File: config.mk
export PLATFORM = sky130hd
export DESIGN_NAME = arwc_top
export DESIGN_NICKNAME = d
export VERILOG_FILES = /design/src/inc/arwc_pkg.sv /design/src/inc/arwc_cmp_if.sv /design/src/rtl/arwc_comparator.sv /design/src/rtl/arwc_top.sv
export SDC_FILE = /design/constraint.sdc
export NUM_CORES = 1
export LEC_CHECK = 0
export ABC_AREA = 1
export BUFFER_PORTS_ARGS = -buffer_cell sky130_fd_sc_hd__buf_4
export CAP_MARGIN = 20
export CORE_ASPECT_RATIO = 1.5
export CORE_MARGIN = 2
export CORE_UTILIZATION = 48
export DETAILED_ROUTE_END_ITERATION = 16
export PLACE_DENSITY = 0.74
export SETUP_SLACK_MARGIN = 0.2
export SYNTH_ARGS = -nofsm -noshare
export SYNTH_HDL_FRONTEND = slang
export SYNTH_SLANG_ARGS = --single-unit
File: constraint.sdc
create_clock -name clk_i -period 1.7 [get_ports clk_i]
set_clock_uncertainty 0.1 [all_clocks]
set_input_delay 0.17 -clock clk_i [delete_from_list [all_inputs] [get_ports clk_i]]
set_output_delay 0.17 -clock clk_i [all_outputs]
set_load 0.01 [all_outputs]
File: src/inc/arwc_pkg.sv
// Package: register map, field layout and reset values of the compare monitor
package arwc_pkg;

    // ------------------------------------------------------------------
    // Register offsets (byte addresses, word index = offset / 4)
    // ------------------------------------------------------------------
    localparam logic [3:0] CMP_REG_OFFSET    = 4'h0;
    localparam logic [3:0] STATUS_REG_OFFSET = 4'h4;
    localparam logic [3:0] MASK_REG_OFFSET   = 4'h8;
    localparam logic [3:0] RESULT_REG_OFFSET = 4'hc;
    localparam int         ADDR_W            = 4;

    // ------------------------------------------------------------------
    // Compare register fields
    // ------------------------------------------------------------------
    localparam int EN_BIT      = 0;
    localparam int IE_BIT      = 1;
    localparam int COND_BIT    = 2;
    localparam int CHAN_LSB    = 3;
    localparam int CHAN_W      = 5;
    localparam int MCNT_LSB    = 8;
    localparam int MCNT_W      = 4;
    localparam int THR_LSB     = 16;
    localparam int THR_W       = 12;
    localparam int RESULT_W    = 12;

    // ------------------------------------------------------------------
    // Status / mask fields
    // ------------------------------------------------------------------
    localparam int FLAG_BIT    = 0;
    localparam int EVT_W       = 1;

    // ------------------------------------------------------------------
    // Reset values
    // ------------------------------------------------------------------
    localparam logic [31:0] CMP_RESET    = 32'h0000_0000;
    localparam logic [0:0]  MASK_RESET   = 1'h0;
    localparam logic [4:0]  MCNT_RESET   = 5'h00;

    // Bus answer state
    typedef enum logic [0:0] {
        ARWC_IDLE = 1'b0,
        ARWC_RESP = 1'b1
    } arwc_bus_state_type;

endpackage : arwc_pkg

File: src/inc/arwc_cmp_if.sv
// Interface: compare settings and match result between top and comparator
`timescale 1ns/1ns
interface arwc_cmp_if;
    logic [11:0] result;
    logic [11:0] threshold;
    logic        condition;
    logic        match;
    modport top (output result, output threshold, output condition, input match);
    modport cmp (input result, input threshold, input condition, output match);
endinterface : arwc_cmp_if

File: src/rtl/arwc_comparator.sv
// Comparator: less-than or greater-or-equal test of a result against threshold
`timescale 1ns/1ns
module arwc_comparator (
    arwc_cmp_if.cmp cmp_if
);
    // Condition 0: below threshold, 1: at or above threshold
    assign cmp_if.match = cmp_if.condition ? (cmp_if.result >= cmp_if.threshold)
                                           : (cmp_if.result <  cmp_if.threshold);
endmodule : arwc_comparator

File: src/rtl/arwc_top.sv
// Top: conversion result compare monitor with Avalon-MM registers and interrupt
`timescale 1ns/1ns
module arwc_top (
    input  wire logic        clk_i,
    input  wire logic        nrst_i,
    input  wire logic [3:0]  avs_address_i,
    input  wire logic        avs_read_i,
    input  wire logic        avs_write_i,
    input  wire logic [31:0] avs_writedata_i,
    input  wire logic [3:0]  avs_byteenable_i,
    output logic [31:0]      avs_readdata_o,
    output logic             avs_waitrequest_o,
    input  wire logic        result_valid_i,
    input  wire logic [4:0]  result_channel_i,
    input  wire logic [11:0] result_data_i,
    output logic             irq_o
);

    // ------------------------------------------------------------------
    // Registers
    // ------------------------------------------------------------------
    logic [31:0]                  compare_register_q;
    logic                         compare_match_flag_q;
    logic                         mask_q;
    logic [arwc_pkg::MCNT_W:0]    match_cnt_q;
    logic [11:0]                  last_result_q;
    logic [31:0]                  readdata_q;
    arwc_pkg::arwc_bus_state_type bus_state_q;

    logic                         compare_enable;
    logic                         compare_irq_enable;
    logic [arwc_pkg::CHAN_W-1:0]  channel_sel;
    logic [arwc_pkg::MCNT_W-1:0]  match_count_limit;
    logic                         sample_hit;
    logic                         count_step;
    logic                         flag_set;
    logic                         bus_write;
    logic                         bus_read;
    logic [31:0]                  wmask;

    assign compare_enable     = compare_register_q[arwc_pkg::EN_BIT];
    assign compare_irq_enable = compare_register_q[arwc_pkg::IE_BIT];
    assign channel_sel        = compare_register_q[arwc_pkg::CHAN_LSB +: arwc_pkg::CHAN_W];
    assign match_count_limit  = compare_register_q[arwc_pkg::MCNT_LSB +: arwc_pkg::MCNT_W];

    // ------------------------------------------------------------------
    // Comparator
    // ------------------------------------------------------------------
    arwc_cmp_if cmp_bus ();

    assign cmp_bus.result    = result_data_i;
    assign cmp_bus.threshold = compare_register_q[arwc_pkg::THR_LSB +: arwc_pkg::THR_W];
    assign cmp_bus.condition = compare_register_q[arwc_pkg::COND_BIT];

    arwc_comparator u_cmp (
        .cmp_if (cmp_bus.cmp)
    );

    // ------------------------------------------------------------------
    // Match counting
    // ------------------------------------------------------------------
    assign sample_hit = compare_enable && result_valid_i
                        && (result_channel_i == channel_sel);
    assign count_step = sample_hit && cmp_bus.match;
    assign flag_set   = count_step
                        && (match_cnt_q + 5'h01 == {1'b0, match_count_limit} + 5'h01);

    always_ff @(posedge clk_i) begin
        if (!nrst_i) begin
            match_cnt_q <= arwc_pkg::MCNT_RESET;
        end else if (!compare_enable || flag_set) begin
            match_cnt_q <= arwc_pkg::MCNT_RESET;
        end else if (count_step) begin
            match_cnt_q <= match_cnt_q + 5'h01;
        end
    end

    always_ff @(posedge clk_i) begin
        if (!nrst_i) begin
            last_result_q <= 12'h000;
        end else if (sample_hit) begin
            last_result_q <= result_data_i;
        end
    end

    // ------------------------------------------------------------------
    // Avalon-MM slave: one wait cycle, answer on second edge
    // ------------------------------------------------------------------
    assign bus_write = (bus_state_q == arwc_pkg::ARWC_RESP) && avs_write_i;
    assign bus_read  = (bus_state_q == arwc_pkg::ARWC_IDLE) && avs_read_i;
    assign avs_waitrequest_o = (avs_read_i || avs_write_i)
                               && (bus_state_q == arwc_pkg::ARWC_IDLE);
    assign avs_readdata_o = readdata_q;

    always_comb begin
        wmask = {{8{avs_byteenable_i[3]}}, {8{avs_byteenable_i[2]}},
                 {8{avs_byteenable_i[1]}}, {8{avs_byteenable_i[0]}}};
    end

    always_ff @(posedge clk_i) begin
        if (!nrst_i) begin
            bus_state_q <= arwc_pkg::ARWC_IDLE;
        end else if (bus_state_q == arwc_pkg::ARWC_IDLE) begin
            if (avs_read_i || avs_write_i) begin
                bus_state_q <= arwc_pkg::ARWC_RESP;
            end
        end else begin
            bus_state_q <= arwc_pkg::ARWC_IDLE;
        end
    end

    always_ff @(posedge clk_i) begin
        if (!nrst_i) begin
            compare_register_q <= arwc_pkg::CMP_RESET;
        end else if (bus_write && avs_address_i == arwc_pkg::CMP_REG_OFFSET) begin
            compare_register_q <= (compare_register_q & ~wmask)
                                  | (avs_writedata_i & wmask & 32'h0fff_0fff);
        end
    end

    always_ff @(posedge clk_i) begin
        if (!nrst_i) begin
            mask_q <= arwc_pkg::MASK_RESET;
        end else if (bus_write && avs_address_i == arwc_pkg::MASK_REG_OFFSET
                     && avs_byteenable_i[0]) begin
            mask_q <= avs_writedata_i[arwc_pkg::FLAG_BIT];
        end
    end

    // Set wins over write-one-to-clear
    always_ff @(posedge clk_i) begin
        if (!nrst_i) begin
            compare_match_flag_q <= 1'b0;
        end else if (flag_set) begin
            compare_match_flag_q <= 1'b1;
        end else if (bus_write && avs_address_i == arwc_pkg::STATUS_REG_OFFSET
                     && avs_byteenable_i[0] && avs_writedata_i[arwc_pkg::FLAG_BIT]) begin
            compare_match_flag_q <= 1'b0;
        end
    end

    always_ff @(posedge clk_i) begin
        if (!nrst_i) begin
            readdata_q <= 32'h0000_0000;
        end else if (bus_read) begin
            if (avs_address_i == arwc_pkg::CMP_REG_OFFSET) begin
                readdata_q <= compare_register_q;
            end else if (avs_address_i == arwc_pkg::STATUS_REG_OFFSET) begin
                readdata_q <= {31'h0, compare_match_flag_q};
            end else if (avs_address_i == arwc_pkg::MASK_REG_OFFSET) begin
                readdata_q <= {31'h0, mask_q};
            end else if (avs_address_i == arwc_pkg::RESULT_REG_OFFSET) begin
                readdata_q <= {11'h0, match_cnt_q, 4'h0, last_result_q};
            end else begin
                readdata_q <= 32'h0000_0000;
            end
        end
    end

    // ------------------------------------------------------------------
    // Interrupt
    // ------------------------------------------------------------------
    assign irq_o = compare_match_flag_q && compare_irq_enable && mask_q;

    // ------------------------------------------------------------------
    // Assertions
    // ------------------------------------------------------------------
    flag_needs_enable_a: assert property (
        @(posedge clk_i) disable iff (!nrst_i)
        $rose(compare_match_flag_q) |-> $past(compare_enable) && $past(result_valid_i))
        else $error("flag set without enabled sample");

    below_counts_a: assert property (
        @(posedge clk_i) disable iff (!nrst_i)
        sample_hit && !compare_register_q[arwc_pkg::COND_BIT]
        && result_data_i < cmp_bus.threshold && !flag_set
        |=> match_cnt_q == $past(match_cnt_q) + 5'h01)
        else $error("below-threshold result not counted");

    above_counts_a: assert property (
        @(posedge clk_i) disable iff (!nrst_i)
        sample_hit && compare_register_q[arwc_pkg::COND_BIT]
        && result_data_i >= cmp_bus.threshold && !flag_set
        |=> match_cnt_q == $past(match_cnt_q) + 5'h01)
        else $error("at-or-above result not counted");

    flag_at_limit_a: assert property (
        @(posedge clk_i) disable iff (!nrst_i)
        count_step && match_cnt_q == {1'b0, match_count_limit} |=> compare_match_flag_q)
        else $error("flag not set at limit plus one");

    irq_follow_a: assert property (
        @(posedge clk_i) disable iff (!nrst_i)
        flag_set && compare_irq_enable && mask_q && !bus_write |=> irq_o)
        else $error("interrupt missing after flag");

    cnt_clear_a: assert property (
        @(posedge clk_i) disable iff (!nrst_i)
        !compare_enable |=> match_cnt_q == 5'h00)
        else $error("counter not cleared when disabled");

    cnt_flag_clear_a: assert property (
        @(posedge clk_i) disable iff (!nrst_i)
        flag_set |=> match_cnt_q == 5'h00)
        else $error("counter not cleared when flag set");

endmodule : arwc_top

==> results of run 1 <==
## stage by stage
stage	setup WS, ps	TNS [ps]
after global placement	-59.1	-287
after floorplan	115	0
after global routing	-227	-1510
final	-98.4	-515
after detailed placement	-87.8	-426
after CTS	-55.5	-255
## worst reg2reg max path: cells and delay by family, from the launching register on
family	cells	cell delay, ps
AOI/OAI and AO/OA	2	270
and+or+nand+nor	7	610
adders and majority gates	1	220
DFF	1	340
buffers and inverters	2	200
## worst paths after layout
path | from | endpoint | depth (start not counted) | slack, ps
worst min-delay path | avs_writedata_i[1] | register | 3 | 8
worst min register to register | compare_register_q[29]$_SDFFE_PN0P_ | compare_register_q[29]$_SDFFE_PN0P_ | 2 | 330
worst max-delay path | register | compare_match_flag_q$_SDFFE_PN0P_ | 12 | -100
worst max register to register | register | compare_match_flag_q$_SDFFE_PN0P_ | 12 | -100
## cell families (layout without fill, tap and decap cells)
group,after synthesis,after routing,share of synthesized area [%]
compound gates,149,149,21.2
buf+inv,111,234,11.5
simple gates,153,154,16.8
flops,84,84,43.7
fa+ha+maj,14,14,4.56
xor+xnor,10,10,2.28
## layout make-up
type / count / area, um^2 / share of cell area [%]
well taps: 105 / 131 / 2.38
clock buffers: 11 / 253 / 4.57
inverters: 89 / 345 / 6.24
flip-flops and latches: 84 / 1700 / 30.8
repair inverters: 3 / 22.5 / 0.407
clock inverters: 4 / 56.3 / 1.02
multi-input cells: 327 / 2040 / 36.8
repair buffers: 127 / 986 / 17.8
## cells in the mapped netlist, types with 3 or more instances
library cell and instances:
ha_1 14, xnor2_1 5, xor2_1 5, buf_2 3, o21ai_0 70, nand2_1 80
inv_2 3, nand3_1 18, inv_1 85, nor2_1 45, dfxtp_1 84, clkbuf_1 15
a21oi_1 57, o221ai_1 16
## what timing repair did
action	CTS	global route
resized for setup	38	42
pin swaps	22	24
hold endpoints to repair	2	0
cloned	3	1
setup buffers	4	5
hold buffers	2	0
endpoints found under the setup margin	32	31
## power breakdown
part	switching (W)	internal, W	total (W)	leakage [nW]
sequential	0.0000371	0.00202	0.00206	0.690
clock	0.000821	0.00122	0.00205	0.153
combinational	0.000284	0.000272	0.000556	1.52
## routing by layer
layer / track usage (%) / vias up / wire length [um]
met4: 10.4 / 0 / 271
met2: 44.8 / 136 / 5790
met1: 27.9 / 1786 / 4280
met3: 4.91 / 22 / 592
met5: 0 / - / 0
li1: - / 1931 / -
## cells in the final DEF (no fill, tap or decap), types with 2 or more instances in the layout
| cell | instances |
|---|---|
| inv_2 | 19 |
| o21ai_0 | 55 |
| o21ai_1 | 6 |
| xnor2_1 | 5 |
| dlygate4sd3_1 | 2 |
| nand2_2 | 14 |
| nand3_2 | 5 |
| buf_6 | 2 |
| a21oi_1 | 52 |
| nand2_1 | 65 |
| nand2_4 | 2 |
| dfxtp_2 | 13 |
| clkinvlp_4 | 4 |
| nor2_1 | 40 |
| o21ai_2 | 11 |
| nor2_4 | 6 |
| clkbuf_8 | 2 |
| o221ai_1 | 16 |
| nand3_1 | 14 |
| a21oi_2 | 5 |
| ha_4 | 11 |
| inv_4 | 3 |
| dfxtp_1 | 70 |
| inv_1 | 66 |
| xor2_1 | 4 |
| buf_4 | 121 |
| clkbuf_16 | 9 |
| ha_1 | 2 |
| inv_6 | 2 |
| nor2_2 | 3 |
==> flow_summary.toml, run 1 <==
[cts]
cts_root_buffer = "clkbuf_16"
cts_made_buffers = 9
clk_pin_slew_ps = 60
cts_sinks = 84
clk_latency_ps = 340
cts_tree = "built"
cts_buffer_depth = 2
htree_num_levels = 3

[floorplan]
start_util_pct = 48.6
coreArea_um2 = 7910
die_w_um = 77.1
die_h_um = 114
io_pins = 96
row_count = 40
dieArea_um2 = 8750

[logic_synthesis]
yosys.area.top_type = "dfxtp_1"
syn_avg_cell_area_um2 = 7.38
synthDistinctLibCells = 31
synthCells = 521
yosys-top-cells-area = "dfxtp_1 (44%), o21ai_0 (9.1%), inv_1 (8.3%)"
seq_area_frac_synth_pct = 43.8
syn-cell-area_um2 = 3840
synth_seq_cells = 84
netlist.area_leader.share_pct = 43.8
synthFlopType = "dfxtp_1"
synth_edf_count = 0
yosys_warnings = 0
syn_nets = 597
synthArstFlopShare_pct = 0

[grt]
grt_pass1_wl_um = 17300
grt_max_degree = 32
grt_pass1_vias = 3660
antenna_found_initial = 0
grt.total_usage_pct = 24.6
overflow = 0

[sta]
fin_crit_ps = 1800
finalWorstSetupSlack_ps = -98.4
slew_headroom_pct = 76.6
worst_pin_slew_ps = 350
finalCritPeriodShare_pct = 106
setup_viol = 6
rsz0062_at_grt = "yes"
fmax_ghz = 0.556
hold-worst-slack_ps = 8.35
final-max-slew-violation-count = 0
hold_viol = 0

[placement]
hpwlAfterDp_um = 7250
place_area_um2 = 4920
port_buffers = 87
dp.cells = 720
gp_congestion = 0.810

[power_and_ir_drop]
pwr_density_cell_nw_per_um2 = 843
p_leak_nw = 2.37
total_power_w = 0.00466
ir_drop_uv = 741

[worst_setup_path]
crit_arrival_ps = 1980
worst-path-buf-inv = 2
cp_common_cell = "nand2_2"
worstSetupStartpointType = "register"
critical_path.slowest_cell = "dfxtp_2"
crit_type = "register to register"
crit_path_end_kind = "register"
slowest_delay_ps = 340
path_delay_family = "simple AND/OR/NAND/NOR gates"
critPathMaxFanout = 3
path_cells = "inv_2 -> ha_4 -> a21oi_1 -> nand2_2 -> nand2_2 -> nand3_2 -> nand2_2 -> nand2_1 -> nor2_1 -> nand2_1 -> buf_4 -> a21oi_2"
worst_ep_required_time_ps = 1880

[run]
maxCapViolCount = 0

[cells_and_area]
num-fill-cells = 660
final_area_um2 = 5530
fin_nets = 717
areaGrowthSynthToFinish_pct = 43.9
finish.utilization_pct = 70.0
diodes = 0
drive_gt1_share_pct = 37.2
finalNonFillerCells = 750

[drt]
drt_iter0_drc = 254
drc_errors = 0
vias_per_cell = 5.17
drt-total-wl_um = 10900
num_vias = 3875
drtAntennaViolNets = 0
firstDrtPassIters = 5
wl_per_cell_um = 14.6

[run_status]
violations = "setup timing"
outcome = "finished with violations"

[worst_hold_path]
hp-class = "input pin to register"
No activity file was read; power rests on OpenSTA's default activity.
==> run 2, diff against run 1 <==
--- a/config.mk
+++ b/config.mk
@@ -16,4 +16,5 @@
 export SETUP_SLACK_MARGIN = 0.2
 export SYNTH_ARGS = -nofsm -noshare
 export SYNTH_HDL_FRONTEND = slang
+export SYNTH_HIERARCHICAL = 1
 export SYNTH_SLANG_ARGS = --single-unit
==> flow_summary.toml, run 2 <==
[run_status]
outcome = "finished with violations"
violations = "setup timing"

[drt]
firstDrtPassIters = 4
drc_errors = 0
wl_per_cell_um = 13.5
drtAntennaViolNets = 0
drt-total-wl_um = 10500
vias_per_cell = 5.02
num_vias = 3915
drt_iter0_drc = 323

[grt]
grt_max_degree = 64
overflow = 0
grt_pass1_wl_um = 16900
antenna_found_initial = 0
grt_pass1_vias = 3735
grt.total_usage_pct = 23.8

[placement]
gp_congestion = 0.873
dp.cells = 748
preCtsSetupSlack_ps = -214
hpwlAfterDp_um = 7370
port_buffers = 87
place_area_um2 = 4940

[floorplan]
row_count = 40
die_h_um = 115
coreArea_um2 = 8010
start_util_pct = 49.6
die_w_um = 78.3
io_pins = 96
dieArea_um2 = 9030

[worst_setup_path]
path_cells = "inv_2 -> ha_4 -> a21oi_1 -> nand2_1 -> inv_1 -> nand3_2 -> nand2_1 -> nand2_2 -> inv_2 -> nand4_1 -> nand2_1 -> nand2_1 -> inv_1 -> nor2_1"
r2r_slack_ps = -270
worst_ep_required_time_ps = 1840
critPathMaxFanout = 5
cp_common_cell = "nand2_1"
worstSetupStartpointType = "register"
critical_path.slowest_cell = "dfxtp_2"
rr_worst_depth = 14
crit_type = "register to register"
crit_path_end_kind = "register"
critPathCapture = "match_cnt_q[3]$_SDFFE_PP0P_"
crit_arrival_ps = 2110
rr_endpoint = "match_cnt_q[3]$_SDFFE_PP0P_"
slowest_delay_ps = 340

[power_and_ir_drop]
swShare_pct = 24.0
power_frac_seq_pct = 43.4
p_leak_nw = 2.52
combinationalPowerShare_pct = 11.8
total_power_w = 0.00474
power_switching_w = 0.00114
pwr_density_cell_nw_per_um2 = 842
p_int_w = 0.00360
ir_drop_uv = 628
clkPwrFrac_pct = 44.8

[logic_synthesis]
synthArstFlopShare_pct = 0
synthCells = 550
netlist.area_leader.share_pct = 42.4
yosys_warnings = 6
yosys.area.top_type = "dfxtp_1"
synthFlopType = "dfxtp_1"
syn_nets = 626
synth_edf_count = 0
synthMostInstantiatedCell = "nand2_1"
synth_common_cells = "nand2_1 (108), dfxtp_1 (84), inv_1 (80), nor2_1 (59), o21ai_0 (51)"
seq_area_frac_synth_pct = 42.4
syn-cell-area_um2 = 3970
syn_avg_cell_area_um2 = 7.22
synthDistinctLibCells = 29
synth_seq_cells = 84
yosys-top-cells-area = "dfxtp_1 (42%), nand2_1 (10%), inv_1 (7.6%)"

[cells_and_area]
diodes = 0
areaGrowthSynthToFinish_pct = 41.8
layout_common_cells = "buf_4 (113), nand2_1 (102), inv_1 (71), dfxtp_1 (69), nor2_1 (58)"
finalNonFillerCells = 780
drive_gt1_share_pct = 31.1
final_common_cell = "buf_4"
final_area_um2 = 5630
fin_nets = 746
finish.utilization_pct = 70.3

[sta]
rsz0062_at_grt = "yes"
final-max-slew-violation-count = 0
fin_crit_ps = 1970
fmax_ghz = 0.508
hold_viol = 0
slew_headroom_pct = 73.8
setup_viol = 6
worst_pin_slew_ps = 394
finalWorstSetupSlack_ps = -267
finalCritPeriodShare_pct = 116

[worst_hold_path]
hp-class = "input pin to register"

[cts]
cts_sinks = 84
cts_made_buffers = 9
cts_tree = "built"
clk_pin_slew_ps = 60
cts_buffer_depth = 2
clk_latency_ps = 340
cts_root_buffer = "clkbuf_16"
htree_num_levels = 3

[run]
maxCapViolCount = 0
[run 2: changes by cell type after synthesis, sizes merged, moves of 4 or more]
cell / before / now
nand2: 81 / 118
nor2: 48 / 68
o211ai: 1 / 21
o21ai: 72 / 54
a21oi: 57 / 42
o221ai: 16 / 8
buf: 5 / 12
clkbuf: 17 / 10
xnor2: 5 / 1
[run 2: stage by stage]
step                setup TNS, ps  hold WS [ps]
detailed placement          -1130           304
floorplan                    -278           205
CTS                         -1310          2.55
finish                      -1360         0.516
global placement             -838           300
global route                -2240          21.7
[run 2: area by class of cell]
type                            count  area (um^2)
Clock buffer                        9          225
Clock inverter                      7          100
Fill cell                         653         2380
Inverter                           89          334
Multi-Input combinational cell    355         2040
Sequential cell                    84         1700
Tap cell                          105          131
Timing Repair Buffer              131         1100
[run 2: logic make-up (layout without fill, tap and decap cells)]
family	after synthesis	after routing	synth area share, %
xor+xnor	5	5	1.10
simple gates	209	209	23.0
compound gates	127	127	18.2
fa+ha+maj	14	14	4.41
flops	84	84	42.4
buf+inv	111	236	10.9
[run 2: how the worst min path moves through the flow]
stage / startpoint / endpoint / slack (ps) / cells after the start
2_1_floorplan: avs_writedata_i[1] / register / 200 / 2
3_3_place_gp: avs_writedata_i[1] / register / 300 / 3
3_5_place_dp: avs_writedata_i[1] / register / 300 / 3
4_1_cts: avs_writedata_i[6] / register / 3 / 3
5_1_grt: avs_writedata_i[27] / register / 20 / 3
6_report: avs_writedata_i[16] / register / 0.5 / 3
[run 2: power groups by stage]
stage	Clock [W]	Combinational (W)	Sequential, W
floorplan	0	0.000213	0.00212
global placement	0	0.000486	0.00210
detailed placement	0	0.000495	0.00210
CTS	0.00215	0.000532	0.00206
global route	0.00223	0.000613	0.00206
finish	0.00213	0.000557	0.00206
[run 2: metal layers]
metal	global-route usage [%]	part of all wire, %	routed length, um	vias up
li1	-	-	-	2006
met1	26.3	39	4140	1771
met2	43.3	52	5510	114
met3	3.69	5.3	558	24
met4	12.7	3.0	312	0
met5	0	0	0	-
[run 2: worst max-delay path: cells and delay by family, from the launching register on]
family,cells,cell delay (ps)
simple gates,8,750
flops,1,340
fa+ha+maj,1,250
buf+inv,4,240
compound gates,1,170
[run 2: timing repair]
action                     CTS  global route
pin swaps                   10            22
setup buffers                0             2
setup endpoints to repair   23            40
gates cloned                 0             2
gates resized for setup      8            43
hold endpoints to repair    13             0
hold buffers                12             0
